<file path="src/bpc_pkg.sv">
package bpc_pkg;
    localparam int CLK_FREQ_HZ = 200_000_000;
    localparam int TICK_PERIOD_US = 1000;
    localparam int TICK_CYCLES = (CLK_FREQ_HZ / 1_000_000) * TICK_PERIOD_US;

    localparam int NUM_PROT = 10;
    localparam int NUM_RED = 4;
    localparam int NUM_THR = 10;
    localparam int NUM_FILT = 13;
    localparam int DLY_W = 16;

    localparam logic [7:0] ADDR_CTRL = 8'h00;
    localparam logic [7:0] ADDR_STATUS = 8'h04;
    localparam logic [7:0] ADDR_PRECHG = 8'h08;
    localparam logic [7:0] ADDR_THR_BASE = 8'h40;
    localparam logic [7:0] ADDR_DLY_BASE = 8'h80;

    localparam int CTRL_PROT_EN_LSB = 0;
    localparam int CTRL_RED_EN_LSB = 10;
    localparam int CTRL_EXT_EN_BIT = 14;
    localparam int CTRL_RST_PROT_BIT = 15;

    localparam int STAT_PROT_LSB = 0;
    localparam int STAT_RED_LSB = 10;
    localparam int STAT_CONTACTOR_BIT = 14;
    localparam int STAT_PRECHG_BIT = 15;
    localparam int STAT_POWRED_BIT = 16;
    localparam int STAT_INTERLOCK_BIT = 17;
    localparam int STAT_PERMIT_BIT = 18;

    localparam logic [9:0] PROT_EN_RST = 10'h3FF;
    localparam logic [3:0] RED_EN_RST = 4'hF;
    localparam logic [31:0] THR_RST_BELOW = 32'h0000_0000;
    localparam logic [31:0] THR_RST_ABOVE = 32'hFFFF_FFFF;
    localparam logic [9:0] THR_BELOW_MASK = 10'h041;
    localparam logic [31:0] DLY_RST = 32'h0000_0000;
    localparam logic [31:0] PRECHG_RST = 32'h0000_0064;

    typedef struct packed {
        logic [15:0] min_cell_v;
        logic [15:0] max_cell_v;
        logic        cell_v_valid;
        logic [15:0] dis_current;
        logic [15:0] chg_current;
        logic [15:0] max_mod_temp;
        logic        mod_temp_valid;
        logic [15:0] max_cell_temp;
        logic        cell_temp_valid;
        logic        cell_comm_ok;
    } bpc_meas_t;

    typedef enum logic [1:0] {CT_OPEN, CT_PRECHG, CT_CLOSED} bpc_ct_state_t;
    typedef enum logic {OVR_HOLD, OVR_RUN} bpc_ovr_state_t;

    typedef struct packed {
        logic             active;
        logic [DLY_W-1:0] cnt;
    } bpc_filt_state_t;
endpackage : bpc_pkg

</file>
<file path="src/bpc_sync.sv">
module bpc_sync #(
    parameter int WIDTH = 3
) (
    input  wire logic             clock_i,
    input  wire logic             arst_n_i,
    input  wire logic [WIDTH-1:0] async_i,
    output logic      [WIDTH-1:0] sync_o
);
    typedef struct packed {
        logic [WIDTH-1:0] meta;
        logic [WIDTH-1:0] sync;
    } bpc_sync_state_t;

    bpc_sync_state_t s_reg;
    bpc_sync_state_t s_next;

    always_comb begin
        s_next = s_reg;
        s_next.meta = async_i;
        s_next.sync = s_reg.meta;
    end

    always_ff @(posedge clock_i or negedge arst_n_i) begin
        if (!arst_n_i) begin
            s_reg <= '0;
        end else begin
            s_reg <= s_next;
        end
    end

    assign sync_o = s_reg.sync;
endmodule : bpc_sync

</file>
<file path="src/bpc_filter.sv">
module bpc_filter #(
    parameter logic INIT_ACTIVE = 1'b0
) (
    input  wire logic                     clock_i,
    input  wire logic                     arst_n_i,
    input  wire logic                     tick_i,
    input  wire logic                     act_cond_i,
    input  wire logic                     deact_cond_i,
    input  wire logic [bpc_pkg::DLY_W-1:0] act_delay_i,
    input  wire logic [bpc_pkg::DLY_W-1:0] deact_delay_i,
    input  wire logic                     fast_clear_i,
    output logic                          active_o
);
    bpc_pkg::bpc_filt_state_t s_reg;
    bpc_pkg::bpc_filt_state_t s_next;

    // sampled on ticks only; glitches between ticks ignored
    always_comb begin
        s_next = s_reg;
        if (tick_i) begin
            if (!s_reg.active) begin
                if (act_cond_i) begin
                    if (s_reg.cnt >= act_delay_i) begin
                        s_next.active = 1'b1;
                        s_next.cnt = '0;
                    end else begin
                        s_next.cnt = s_reg.cnt + 16'h0001;
                    end
                end else begin
                    s_next.cnt = '0;
                end
            end else if (fast_clear_i) begin
                s_next.active = 1'b0;
                s_next.cnt = '0;
            end else if (deact_cond_i) begin
                if (s_reg.cnt >= deact_delay_i) begin
                    s_next.active = 1'b0;
                    s_next.cnt = '0;
                end else begin
                    s_next.cnt = s_reg.cnt + 16'h0001;
                end
            end else begin
                s_next.cnt = '0;
            end
        end
    end

    always_ff @(posedge clock_i or negedge arst_n_i) begin
        if (!arst_n_i) begin
            s_reg.active <= INIT_ACTIVE;
            s_reg.cnt <= '0;
        end else begin
            s_reg <= s_next;
        end
    end

    assign active_o = s_reg.active;
endmodule : bpc_filter

</file>
<file path="src/bpc_top.sv">
// Overview of operation
// [RULE_01] interlock output follows charger presence, nothing else.
// [RULE_02] contactor opens while any enabled protection is active.
// [RULE_03] under-voltage trips when lowest cell is below its threshold.
// [RULE_04] over-voltage trips when highest cell is above its threshold.
// [RULE_05] discharge over-current trips above its threshold.
// [RULE_06] charge over-current trips above its threshold, opening contactor.
// [RULE_07] module over-heat trips when internal temperature exceeds threshold.
// [RULE_08] no-cell-communication trips while cell data is unavailable.
// [RULE_09] insulation fault trips while leakage input is active.
// [RULE_10] cell over-heat trips when external temperature exceeds threshold.
// [RULE_11] missing current sensor trips when sensor absent or miswired.
// [RULE_12] charger-connected protection opens contactor during charging.
// [RULE_13] ten protection enables, all set after reset, each clearable.
// [RULE_14] separate deactivation threshold gives hysteresis per threshold.
// [RULE_15] activation and deactivation delays, except charger-connected.
// [RULE_16] cell-based protections activate only on valid measurements.
// [RULE_17] no-comm starts active at power-up, clears at once on comm.
// [RULE_18] pre-charge bypass pulses for configured time before each closing.
// [RULE_19] external override holds contactor off until CAN activation.
// [RULE_20] reset-on-protection needs new activation after any trip.
// [RULE_21] power reduction output while any enabled reduction is active.
// [RULE_22] reductions have hysteresis, delays, enables set after reset.
// [RULE_23] conditions evaluated per timebase tick; delays count ticks.
module bpc_top #(
    parameter int TICK_CYCLES = bpc_pkg::TICK_CYCLES
) (
    input  wire logic              clock_i,
    input  wire logic              arst_n_i,
    input  wire logic              wb_cyc_i,
    input  wire logic              wb_stb_i,
    input  wire logic              wb_we_i,
    input  wire logic [7:0]        wb_adr_i,
    input  wire logic [3:0]        wb_sel_i,
    input  wire logic [31:0]       wb_dat_i,
    output logic      [31:0]       wb_dat_o,
    output logic                   wb_ack_o,
    input  wire bpc_pkg::bpc_meas_t meas_i,
    input  wire logic              leakage_sense_in_i,
    input  wire logic              charger_connected_i,
    input  wire logic              current_sensor_ok_i,
    input  wire logic              can_activate_i,
    input  wire logic              can_deactivate_i,
    output logic                   main_contactor_out_o,
    output logic                   precharge_bypass_out_o,
    output logic                   power_reduction_out_o,
    output logic                   charging_interlock_out_o
);
    localparam logic [31:0] TICK_LAST = 32'(TICK_CYCLES - 1);

    typedef struct packed {
        logic [9:0]        prot_en;
        logic [3:0]        red_en;
        logic              ext_en;
        logic              rst_on_prot;
        logic [9:0][31:0]  thr;
        logic [12:0][31:0] dly;
        logic [31:0]       prechg_dur;
        logic              ack;
        logic [31:0]       rdata;
        logic [31:0]       tick_cnt;
        logic              tick;
        logic              prot_q;
        bpc_pkg::bpc_ct_state_t  ct_state;
        bpc_pkg::bpc_ovr_state_t ovr_state;
        logic [31:0]       pc_cnt;
        logic              contactor;
        logic              precharge;
        logic              powred;
        logic              interlock;
    } bpc_top_state_t;

    bpc_top_state_t s_reg;
    bpc_top_state_t s_next;

    logic [2:0]  pin_sync;
    logic        leak_s;
    logic        chg_s;
    logic        sens_s;
    logic [12:0] act_c;
    logic [12:0] deact_c;
    logic [12:0] filt_out;
    logic [9:0]  prot_act;
    logic [3:0]  red_act;
    logic        any_prot;
    logic        permit;
    logic        want;
    logic [31:0] ctrl_word;
    logic [31:0] stat_word;

    // byte-lane merge for wishbone writes
    function automatic logic [31:0] merge(input logic [31:0] old_v,
                                          input logic [31:0] new_v,
                                          input logic [3:0]  sel);
        logic [31:0] r;
        r = old_v;
        for (int b = 0; b < 4; b++) begin
            if (sel[b]) begin
                r[8*b +: 8] = new_v[8*b +: 8];
            end
        end
        return r;
    endfunction : merge

    // {act, deact}; word holds act low, deact high
    function automatic logic [1:0] hyst(input logic [15:0] v,
                                        input logic [31:0] thr,
                                        input logic        below,
                                        input logic        valid);
        logic a;
        logic d;
        a = below ? (v < thr[15:0]) : (v > thr[15:0]);
        d = below ? (v >= thr[31:16]) : (v <= thr[31:16]);
        return {a & valid, d & valid};
    endfunction : hyst

    function automatic logic [7:0] word_idx(input logic [7:0] adr,
                                            input logic [7:0] base);
        logic [7:0] diff;
        diff = adr - base;
        return {2'b00, diff[7:2]};
    endfunction : word_idx

    bpc_sync #(
        .WIDTH (3)
    ) u_sync (
        .clock_i  (clock_i),
        .arst_n_i (arst_n_i),
        .async_i  ({leakage_sense_in_i, charger_connected_i, current_sensor_ok_i}),
        .sync_o   (pin_sync)
    );

    assign leak_s = pin_sync[2];
    assign chg_s = pin_sync[1];
    assign sens_s = pin_sync[0];

    // filters 0..8 protections, 9..12 reductions
    assign {act_c[0], deact_c[0]} =
        hyst(meas_i.min_cell_v, s_reg.thr[0], 1'b1, meas_i.cell_v_valid); // [RULE_03] [RULE_16]
    assign {act_c[1], deact_c[1]} =
        hyst(meas_i.max_cell_v, s_reg.thr[1], 1'b0, meas_i.cell_v_valid); // [RULE_04] [RULE_16]
    assign {act_c[2], deact_c[2]} =
        hyst(meas_i.dis_current, s_reg.thr[2], 1'b0, 1'b1); // [RULE_05] [RULE_14]
    assign {act_c[3], deact_c[3]} =
        hyst(meas_i.chg_current, s_reg.thr[3], 1'b0, 1'b1); // [RULE_06] [RULE_14]
    assign {act_c[4], deact_c[4]} =
        hyst(meas_i.max_mod_temp, s_reg.thr[4], 1'b0, meas_i.mod_temp_valid); // [RULE_07]
    assign act_c[5] = !meas_i.cell_comm_ok; // [RULE_08]
    assign deact_c[5] = meas_i.cell_comm_ok;
    assign act_c[6] = leak_s; // [RULE_09]
    assign deact_c[6] = !leak_s;
    assign {act_c[7], deact_c[7]} =
        hyst(meas_i.max_cell_temp, s_reg.thr[5], 1'b0, meas_i.cell_temp_valid); // [RULE_10]
    assign act_c[8] = !sens_s; // [RULE_11]
    assign deact_c[8] = sens_s;
    assign {act_c[9], deact_c[9]} =
        hyst(meas_i.min_cell_v, s_reg.thr[6], 1'b1, meas_i.cell_v_valid); // [RULE_22]
    assign {act_c[10], deact_c[10]} =
        hyst(meas_i.dis_current, s_reg.thr[7], 1'b0, 1'b1); // [RULE_22]
    assign {act_c[11], deact_c[11]} =
        hyst(meas_i.max_mod_temp, s_reg.thr[8], 1'b0, meas_i.mod_temp_valid); // [RULE_22]
    assign {act_c[12], deact_c[12]} =
        hyst(meas_i.max_cell_temp, s_reg.thr[9], 1'b0, meas_i.cell_temp_valid); // [RULE_22]

    for (genvar i = 0; i < bpc_pkg::NUM_FILT; i++) begin : g_filt
        bpc_filter #(
            .INIT_ACTIVE (i == 5) // [RULE_17]
        ) u_filt (
            .clock_i       (clock_i),
            .arst_n_i      (arst_n_i),
            .tick_i        (s_reg.tick), // [RULE_23]
            .act_cond_i    (act_c[i]),
            .deact_cond_i  (deact_c[i]),
            .act_delay_i   (s_reg.dly[i][15:0]), // [RULE_15]
            .deact_delay_i (s_reg.dly[i][31:16]),
            .fast_clear_i  ((i == 5) && meas_i.cell_comm_ok), // [RULE_17]
            .active_o      (filt_out[i])
        );
    end

    // charger protection: no delay
    assign prot_act = {chg_s, filt_out[8:0]}; // [RULE_12] [RULE_15]
    assign red_act = filt_out[12:9];
    assign any_prot = |(prot_act & s_reg.prot_en); // [RULE_13]
    assign permit = !s_reg.ext_en || (s_reg.ovr_state == bpc_pkg::OVR_RUN); // [RULE_19]
    assign want = permit && !any_prot; // [RULE_02]

    always_comb begin
        ctrl_word = 32'h0000_0000;
        ctrl_word[bpc_pkg::CTRL_PROT_EN_LSB +: 10] = s_reg.prot_en;
        ctrl_word[bpc_pkg::CTRL_RED_EN_LSB +: 4] = s_reg.red_en;
        ctrl_word[bpc_pkg::CTRL_EXT_EN_BIT] = s_reg.ext_en;
        ctrl_word[bpc_pkg::CTRL_RST_PROT_BIT] = s_reg.rst_on_prot;
        stat_word = 32'h0000_0000;
        stat_word[bpc_pkg::STAT_PROT_LSB +: 10] = prot_act;
        stat_word[bpc_pkg::STAT_RED_LSB +: 4] = red_act;
        stat_word[bpc_pkg::STAT_CONTACTOR_BIT] = s_reg.contactor;
        stat_word[bpc_pkg::STAT_PRECHG_BIT] = s_reg.precharge;
        stat_word[bpc_pkg::STAT_POWRED_BIT] = s_reg.powred;
        stat_word[bpc_pkg::STAT_INTERLOCK_BIT] = s_reg.interlock;
        stat_word[bpc_pkg::STAT_PERMIT_BIT] = permit;
    end

    always_comb begin
        logic [31:0] w;
        logic [7:0]  idx;
        w = 32'h0000_0000;
        idx = 8'h00;
        s_next = s_reg;
        s_next.ack = 1'b0;

        // register slave, one wait state, unmapped reads zero
        if (wb_cyc_i && wb_stb_i && !s_reg.ack) begin
            s_next.ack = 1'b1;
            s_next.rdata = 32'h0000_0000;
            if (wb_adr_i == bpc_pkg::ADDR_CTRL) begin
                s_next.rdata = ctrl_word;
                if (wb_we_i) begin
                    w = merge(ctrl_word, wb_dat_i, wb_sel_i);
                    s_next.prot_en = w[bpc_pkg::CTRL_PROT_EN_LSB +: 10]; // [RULE_13]
                    s_next.red_en = w[bpc_pkg::CTRL_RED_EN_LSB +: 4]; // [RULE_22]
                    s_next.ext_en = w[bpc_pkg::CTRL_EXT_EN_BIT];
                    s_next.rst_on_prot = w[bpc_pkg::CTRL_RST_PROT_BIT];
                end
            end else if (wb_adr_i == bpc_pkg::ADDR_STATUS) begin
                s_next.rdata = stat_word;
            end else if (wb_adr_i == bpc_pkg::ADDR_PRECHG) begin
                s_next.rdata = s_reg.prechg_dur;
                if (wb_we_i) begin
                    s_next.prechg_dur = merge(s_reg.prechg_dur, wb_dat_i, wb_sel_i);
                end
            end else if ((wb_adr_i >= bpc_pkg::ADDR_THR_BASE) &&
                         (wb_adr_i < 8'(bpc_pkg::ADDR_THR_BASE + 4 * bpc_pkg::NUM_THR)) &&
                         (wb_adr_i[1:0] == 2'b00)) begin
                idx = word_idx(wb_adr_i, bpc_pkg::ADDR_THR_BASE);
                s_next.rdata = s_reg.thr[idx[3:0]];
                if (wb_we_i) begin
                    s_next.thr[idx[3:0]] = merge(s_reg.thr[idx[3:0]], wb_dat_i, wb_sel_i); // [RULE_14]
                end
            end else if ((wb_adr_i >= bpc_pkg::ADDR_DLY_BASE) &&
                         (wb_adr_i < 8'(bpc_pkg::ADDR_DLY_BASE + 4 * bpc_pkg::NUM_FILT)) &&
                         (wb_adr_i[1:0] == 2'b00)) begin
                idx = word_idx(wb_adr_i, bpc_pkg::ADDR_DLY_BASE);
                s_next.rdata = s_reg.dly[idx[3:0]];
                if (wb_we_i) begin
                    s_next.dly[idx[3:0]] = merge(s_reg.dly[idx[3:0]], wb_dat_i, wb_sel_i); // [RULE_15]
                end
            end
        end

        // timebase
        s_next.tick = 1'b0;
        if (s_reg.tick_cnt >= TICK_LAST) begin
            s_next.tick_cnt = 32'h0000_0000;
            s_next.tick = 1'b1; // [RULE_23]
        end else begin
            s_next.tick_cnt = s_reg.tick_cnt + 32'h0000_0001;
        end

        // override: deactivation and trips beat a same-cycle activation
        s_next.prot_q = any_prot;
        if (!s_reg.ext_en) begin
            s_next.ovr_state = bpc_pkg::OVR_HOLD;
        end else if (can_deactivate_i) begin
            s_next.ovr_state = bpc_pkg::OVR_HOLD; // [RULE_19]
        end else if (s_reg.rst_on_prot && any_prot && !s_reg.prot_q) begin
            s_next.ovr_state = bpc_pkg::OVR_HOLD; // [RULE_20]
        end else if (can_activate_i) begin
            s_next.ovr_state = bpc_pkg::OVR_RUN; // [RULE_19] [RULE_20]
        end

        // closes only after the bypass period
        case (s_reg.ct_state)
            bpc_pkg::CT_OPEN: begin
                s_next.pc_cnt = 32'h0000_0000;
                if (want) begin
                    s_next.ct_state = bpc_pkg::CT_PRECHG; // [RULE_18]
                end
            end
            bpc_pkg::CT_PRECHG: begin
                if (!want) begin
                    s_next.ct_state = bpc_pkg::CT_OPEN; // [RULE_02]
                end else if (s_reg.tick) begin
                    if (s_reg.pc_cnt >= s_reg.prechg_dur) begin
                        s_next.ct_state = bpc_pkg::CT_CLOSED; // [RULE_18] [RULE_23]
                    end else begin
                        s_next.pc_cnt = s_reg.pc_cnt + 32'h0000_0001;
                    end
                end
            end
            bpc_pkg::CT_CLOSED: begin
                if (!want) begin
                    s_next.ct_state = bpc_pkg::CT_OPEN; // [RULE_02]
                end
            end
            default: begin
                s_next.ct_state = bpc_pkg::CT_OPEN;
            end
        endcase

        s_next.contactor = (s_next.ct_state == bpc_pkg::CT_CLOSED); // [RULE_02]
        s_next.precharge = (s_next.ct_state == bpc_pkg::CT_PRECHG); // [RULE_18]
        s_next.powred = |(red_act & s_reg.red_en); // [RULE_21]
        s_next.interlock = chg_s; // [RULE_01]
    end

    always_ff @(posedge clock_i or negedge arst_n_i) begin
        if (!arst_n_i) begin
            s_reg <= '0;
            s_reg.prot_en <= bpc_pkg::PROT_EN_RST; // [RULE_13]
            s_reg.red_en <= bpc_pkg::RED_EN_RST; // [RULE_22]
            for (int t = 0; t < bpc_pkg::NUM_THR; t++) begin
                s_reg.thr[t] <= bpc_pkg::THR_BELOW_MASK[t] ? bpc_pkg::THR_RST_BELOW
                                                           : bpc_pkg::THR_RST_ABOVE;
            end
            for (int f = 0; f < bpc_pkg::NUM_FILT; f++) begin
                s_reg.dly[f] <= bpc_pkg::DLY_RST;
            end
            s_reg.prechg_dur <= bpc_pkg::PRECHG_RST;
            s_reg.ct_state <= bpc_pkg::CT_OPEN;
            s_reg.ovr_state <= bpc_pkg::OVR_HOLD;
        end else begin
            s_reg <= s_next;
        end
    end

    assign wb_dat_o = s_reg.rdata;
    assign wb_ack_o = s_reg.ack;
    assign main_contactor_out_o = s_reg.contactor;
    assign precharge_bypass_out_o = s_reg.precharge;
    assign power_reduction_out_o = s_reg.powred;
    assign charging_interlock_out_o = s_reg.interlock;
endmodule : bpc_top

</file>
<file path="config.mk">
export PLATFORM = sky130hd
export DESIGN_NAME = bpc_top
export DESIGN_NICKNAME = d
export VERILOG_FILES = /design/src/bpc_pkg.sv /design/src/bpc_sync.sv /design/src/bpc_filter.sv /design/src/bpc_top.sv
export SDC_FILE = /design/constraint.sdc
export NUM_CORES = 2
export LEC_CHECK = 0
export ABC_AREA = 0
export BUFFER_PORTS_ARGS = -buffer_cell sky130_fd_sc_hd__buf_4
export CORE_AREA = 2 2 535 537
export CTS_CLUSTER_DIAMETER = 80
export DETAILED_ROUTE_END_ITERATION = 6
export DIE_AREA = 0 0 537 539
export GPL_TIMING_DRIVEN = 0
export PLACE_DENSITY_LB_ADDON = 0.25
export SLEW_MARGIN = 20
export SYNTH_ARGS = -nofsm -noshare
export SYNTH_HDL_FRONTEND = slang
export SYNTH_SLANG_ARGS = --single-unit
</file>
<file path="constraint.sdc">
create_clock -name clock_i -period 6.2 [get_ports clock_i]
set_clock_uncertainty 0.15 [all_clocks]
set_input_delay 0.62 -clock clock_i [delete_from_list [all_inputs] [get_ports clock_i]]
set_output_delay 0.62 -clock clock_i [all_outputs]
set_load 0.01 [all_outputs]
</file>
# After elaboration in Yosys (flattened, before gate mapping)
# Index checks and enable logic that the tools add are counted.
# totals
in_bits	154
wordCells	411
reg_bits	1117
# classes
add_sub_neg	17
order_cmp	55
n_mux	206
eq_ne	10
bitwise_logic	20
reduce_logical	31
# ops
operator	n
two-way mux 16 bit	50
two-way mux 8 bit	60
greater-or-equal comparator 16 bit	27
bitwise mux 416 bit	1
two-way mux 32 bit	13
bitwise mux 320 bit	1
binary-select mux 32 bit (select 4 bit)	2
demux 32 bit (select 4 bit)	2
two-way mux 17 bit	14
adder 16 x 1 -> 16 bit, second input constant	13
greater-than comparator 16 bit	8
less-or-equal comparator 16 bit	8
adder 32 x 1 -> 32 bit, second input constant	2
case mux 32 bit (2 select lines)	1
two-way mux 1 bit	55
two-way mux 33 bit	1
greater-or-equal comparator 32 x 18 -> 1 bit, second input constant	1
greater-or-equal comparator 32 bit	1
< comparator 16 bit	2
AND reduction 6 bit	5
AND 1 bit	14
AND reduction 4 bit	3
subtractor 6 x 1 -> 6 bit, second input constant	2
logical AND 1 bit	11
25 further kinds	42

# Longest topological paths before layout
# depth
depth_word	12
depth_mapped	11
depth_no_buf	9

# Hierarchy
# From an unflattened synthesis, not the netlist that was laid out.
# hier_totals
hier_cells	6914
area_unflattened_um2	73020.0
# modules_own_cells
mod	cells_per_inst	seq_area_each_um2	n_inst	area_per_inst_um2
bpc_top	4165	22612.9	1	50015.5
bpc_filter at g_filt[0].u_filt ...	211	425.4	12	1757.9
bpc_filter at g_filt[5].u_filt	211	426.7	1	1759.2
bpc_sync	6	150.1	1	150.1

# Worst setup path before layout
# No wires, ideal clock.
# synth_path
path_kind	register -> register
start	register s_reg[23] (netlist bit)
end	register s_reg[5] (netlist bit)
slack_ps	3200
required_ps	5929
setup_ps	121
path_stages_with_launch	9
arrival_time_ps	2729
cell_sequence	dfrtp_1 -> ha_1 -> a21oi_1 -> o21ai_0 -> a2111oi_0 -> or4b_4 -> a211oi_4 -> mux2_2 -> a22o_1
# synth_between
elab_chain_cells	3
# synth_lines
item	line_no	rtl
start: declaration	bpc_top.sv:73	bpc_top_state_t s_reg;
start signal: assignment	bpc_top.sv:323	s_reg <= s_next;
greater-or-equal comparator 32 bit	bpc_top.sv:284	if (s_reg.pc_cnt >= s_reg.prechg_dur) begin
!= test 2 bit (no source line)	--	
AND reduction 4 bit (no source line)	--	
# Every way passes these cells.
# A chain may end at the register's enable or synchronous reset.

# Worst setup path after layout
# layout_path
start	register s_reg[40] (netlist bit)
end	register g_filt[8].u_filt.s_reg[0] (netlist bit)
# layout_rtl
item	line_no	rtl
end signal: assignment	bpc_filter.sv:53	s_reg <= s_next;
end: declaration	bpc_filter.sv:14	bpc_pkg::bpc_filt_state_t s_reg;
# No word-level cell between the ends.

==> impl_results.md <==
* Outcome: finished clean
* Sequential Power Share at 0.401
* Number of max-cap violations at 0
* Switch share at 0.283
* DR vias at roughly 57000
* Leakage power at 37.4 nW
* Sw Pwr at 5.43 mW
* Post-Syn Instances at a little under 7000
* Crit-path max cell delay at 0.96 ns
* Ys Warns at 0
* Placed cells at 10800
* Setup repair bufs after CTS at 0
* Clock share of power at 0.487
* First-pass DRT Iterations at 6
* Site Rows at approximately 200
* Tot Pwr at 19.2 mW
* Initial antenna violation count at 27
* P_int at around 14 mW
* Mapped Area at 0.0706 mm2
* First-pass GRT wire length at 423 mm
* Total GRT Usage at 0.205
* CP max-delay cell: clkbuf_1
* Final instance count without filler cells at between 10000 and 15000
* Worst-Margin Slew at 1.31 ns
* Die H at between 500 and 600 um
* Final setup viols at 0
* Final worst-path cycle share at 0.897
* Number of global-route vias before repair at around 55000
* Synthesized flop and latch total at roughly 1100
* Die width at 537 um
* Total wire length at between 300 and 400 mm
* Unrepaired setup endpoints after global routing: false
* Resized cells post-CTS at 0
* Distinct cells, synth at 85
* Crit path top cell by count: clkbuf_1
* Critical Path Start: s_reg[40]
* Area Growth Syn to Fin at 17.5%
* Slew Limit Headroom at 0.121
* Largest net degree at the start of global routing at 133
* Buffers & Inverters on Critical Path at 5
* Root Driver: clkbuf_16
* Worst hold path type: reg -> reg
* Core box area at 0.284 mm2
* CTS tree: yes
* Largest register FFs at roughly 840
* Depth of the CTS H-tree at 4
* GP Congestion at 0.960
* Worst-path clk slew at 0.06 ns
* Worst EP arrival at 6.03 ns
* Final-report hold violation count at 0
* Die area at 0.289 mm2
* Overflow after GRT at 0
* Worst path top cell family by delay: buffers and inverters
* I/O pin count at 191
* Fmax at 180 MHz
* # nets final at 8123
* Avg WL per Cell at about 27 um
* Antenna Nets Post-Route at 0
* Critical Path Fanout Max at 11
* Post-Syn Area per Cell at 10.4 um2
* Layout fillers at approximately 30000
* Post-synthesis async set-or-reset flop share at 1.00
* Min Tclk post-route at 5.56 ns
* Min-delay src: u_sync.s_next[1]
* Buffers on Ports at 187
* Final slew viol count at 0
* Skew-Pair Late Insertion Delay at 0.85 ns
* WS Path Type: reg -> reg
* DRT iter0 DRCs at ~5000
* Sequential fraction of the synthesis area at 0.401
* Setup crit end kind: register
* Combinational share of power at 0.112
* Number of synthesized flops with an enable pin at 0
* Crit-path cells: clkbuf_1 > clkbuf_1 > clkbuf_1 > clkbuf_2 > clkbuf_2 > mux2i_1
* Initial Util at 0.249
* PwrDens at 231 mW/mm2
* DRC Markers at 0
* CP Data Required Time at between 6 and 7 ns
* Crit path launch type: register
* Layout cell share with drive strength beyond 1 at 0.237
* Worst vdd ir at 0.200 mV
* Clock sink count at 1117
* Vias per inst at roughly 5.1
* Reg-to-reg startpoint: s_reg[40]
* CTS Buffer Depth at 4
* DPL Wire Length at approximately 240 mm
* Total CTS buffers at about 150
* Ys flop type: dfrtp_1
==> layer usage <==
metal / global-route usage / vias up / wire length, um / part of all wire
met3: 0.0280 / 477 / 17900 / 0.059
met1: 0.294 / 29200 / 140000 / 0.46
met5: 0 / - / 32 / 0.00011
li1: - / 25100 / - / -
met4: 0.0925 / 6 / 15800 / 0.052
met2: 0.303 / 1896 / 129000 / 0.43
==> Yosys cell counts, drive strengths merged (8+ instances only) <==
cell / number / area, um2
and4: 23 / 201
o21a: 90 / 676
nand3: 126 / 631
o2bb2ai: 13 / 114
nor2b: 45 / 282
a31oi: 39 / 244
o311ai: 13 / 114
mux4: 160 / 3600
dfrtp: 843 / 21100
a221oi: 38 / 333
clkbuf: 189 / 709
o2111ai: 15 / 131
and3: 83 / 519
dfstp: 274 / 7200
inv: 820 / 3080
xor2: 68 / 596
buf: 155 / 852
a211oi: 44 / 343
a22o: 28 / 245
a2111oi: 22 / 211
mux2: 635 / 7150
nor3: 67 / 350
and2: 8 / 50.1
nand2: 430 / 1610
mux2i: 88 / 881
a21oi: 291 / 1460
a211o: 9 / 78.8
nand2b: 76 / 475
nor2: 293 / 1100
o22ai: 36 / 225
nor4: 31 / 209
o211ai: 42 / 315
or3: 8 / 50.1
o21ai: 400 / 2010
a22oi: 76 / 571
o31ai: 10 / 75.1
nand4: 151 / 945
a21o: 136 / 1020
xnor2: 61 / 534
ha: 765 / 9570
==> area by class of cell <==
cell class	count	area (um2)	area share
tap	3762	4710	0.0567
clock buffer	207	4380	0.0528
timing repair buffer	250	2270	0.0274
multi-input combinational	4517	37800	0.455
sequential	1117	28300	0.341
inverter	820	3080	0.0371
antenna	16	40.0	0.000483
buffer	344	1600	0.0193
clock inverter	63	820	0.00988
==> cell families after synthesis <==
| kind of cell | Yosys count | synth area share |
|---|---|---|
| compound gates | 1348 | 0.122 |
| simple gates | 1378 | 0.0953 |
| flops | 1117 | 0.401 |
| mux | 883 | 0.165 |
| other cells | 1 | 0.0000531 |
| xor+xnor | 129 | 0.0160 |
| fa+ha+maj | 765 | 0.136 |
| buf+inv | 1164 | 0.0657 |
==> metrics by stage <==
| step | TNS, ns | cell area, um2 | utilization | setup slack, ns | hold slack, ns |
|---|---|---|---|---|---|
| floorplan | 0 | 70600 | - | 3.20 | 0.174 |
| global placement | -9951.55 | 76700 | 0.270 | -10.13 | 0.186 |
| detailed placement | 0 | 77300 | 0.272 | 0.517 | 0.193 |
| CTS | 0 | 82900 | 0.292 | 0.860 | 0.206 |
| global route | 0 | 82900 | 0.292 | 0.818 | 0.208 |
| finish | 0 | 83000 | 0.292 | 0.642 | 0.203 |
==> power by group through the flow <==
stage	sequential (mW)	clock (mW)	combinational, mW
6_report	7.70	9.34	2.14
3_3_place_gp	7.81	0	2.03
5_1_grt	7.70	9.82	2.28
3_5_place_dp	7.80	0	2.11
4_1_cts	7.68	9.51	2.13
2_1_floorplan	7.63	0	0.955
==> cells in the final DEF (no fill, tap or decap), types with 151 or more instances in the layout <==
master       n
mux2_2     632
inv_1      819
nand4_1    151
nor2_1     291
a21oi_1    291
nand2_1    430
ha_1       765
buf_4      229
clkbuf_16  159
o21ai_0    387
mux4_2     160
dfrtp_1    843
clkbuf_1   187
dfstp_2    274
==> worst paths after layout <==
kind,endpoint,slack [ns],depth (start not counted)
max in group asynchronous,s_reg[771],3.39,6
hold / removal,u_sync.sync_o[1],0.20,0
hold reg to reg,u_sync.sync_o[1],0.20,0
setup reg to reg,g_filt[8].u_filt.s_reg[0],0.64,6
setup / recovery,g_filt[8].u_filt.s_reg[0],0.64,6
min in group asynchronous,u_sync.s_next[2],0.40,3
==> repair_timing <==
item | 4_1_cts | 5_1_grt
hold endpoints to repair | 156 | 0
endpoints found under the setup margin | 0 | 0
hold buffers | 39 | 0
(Power assumes the default switching activity.)
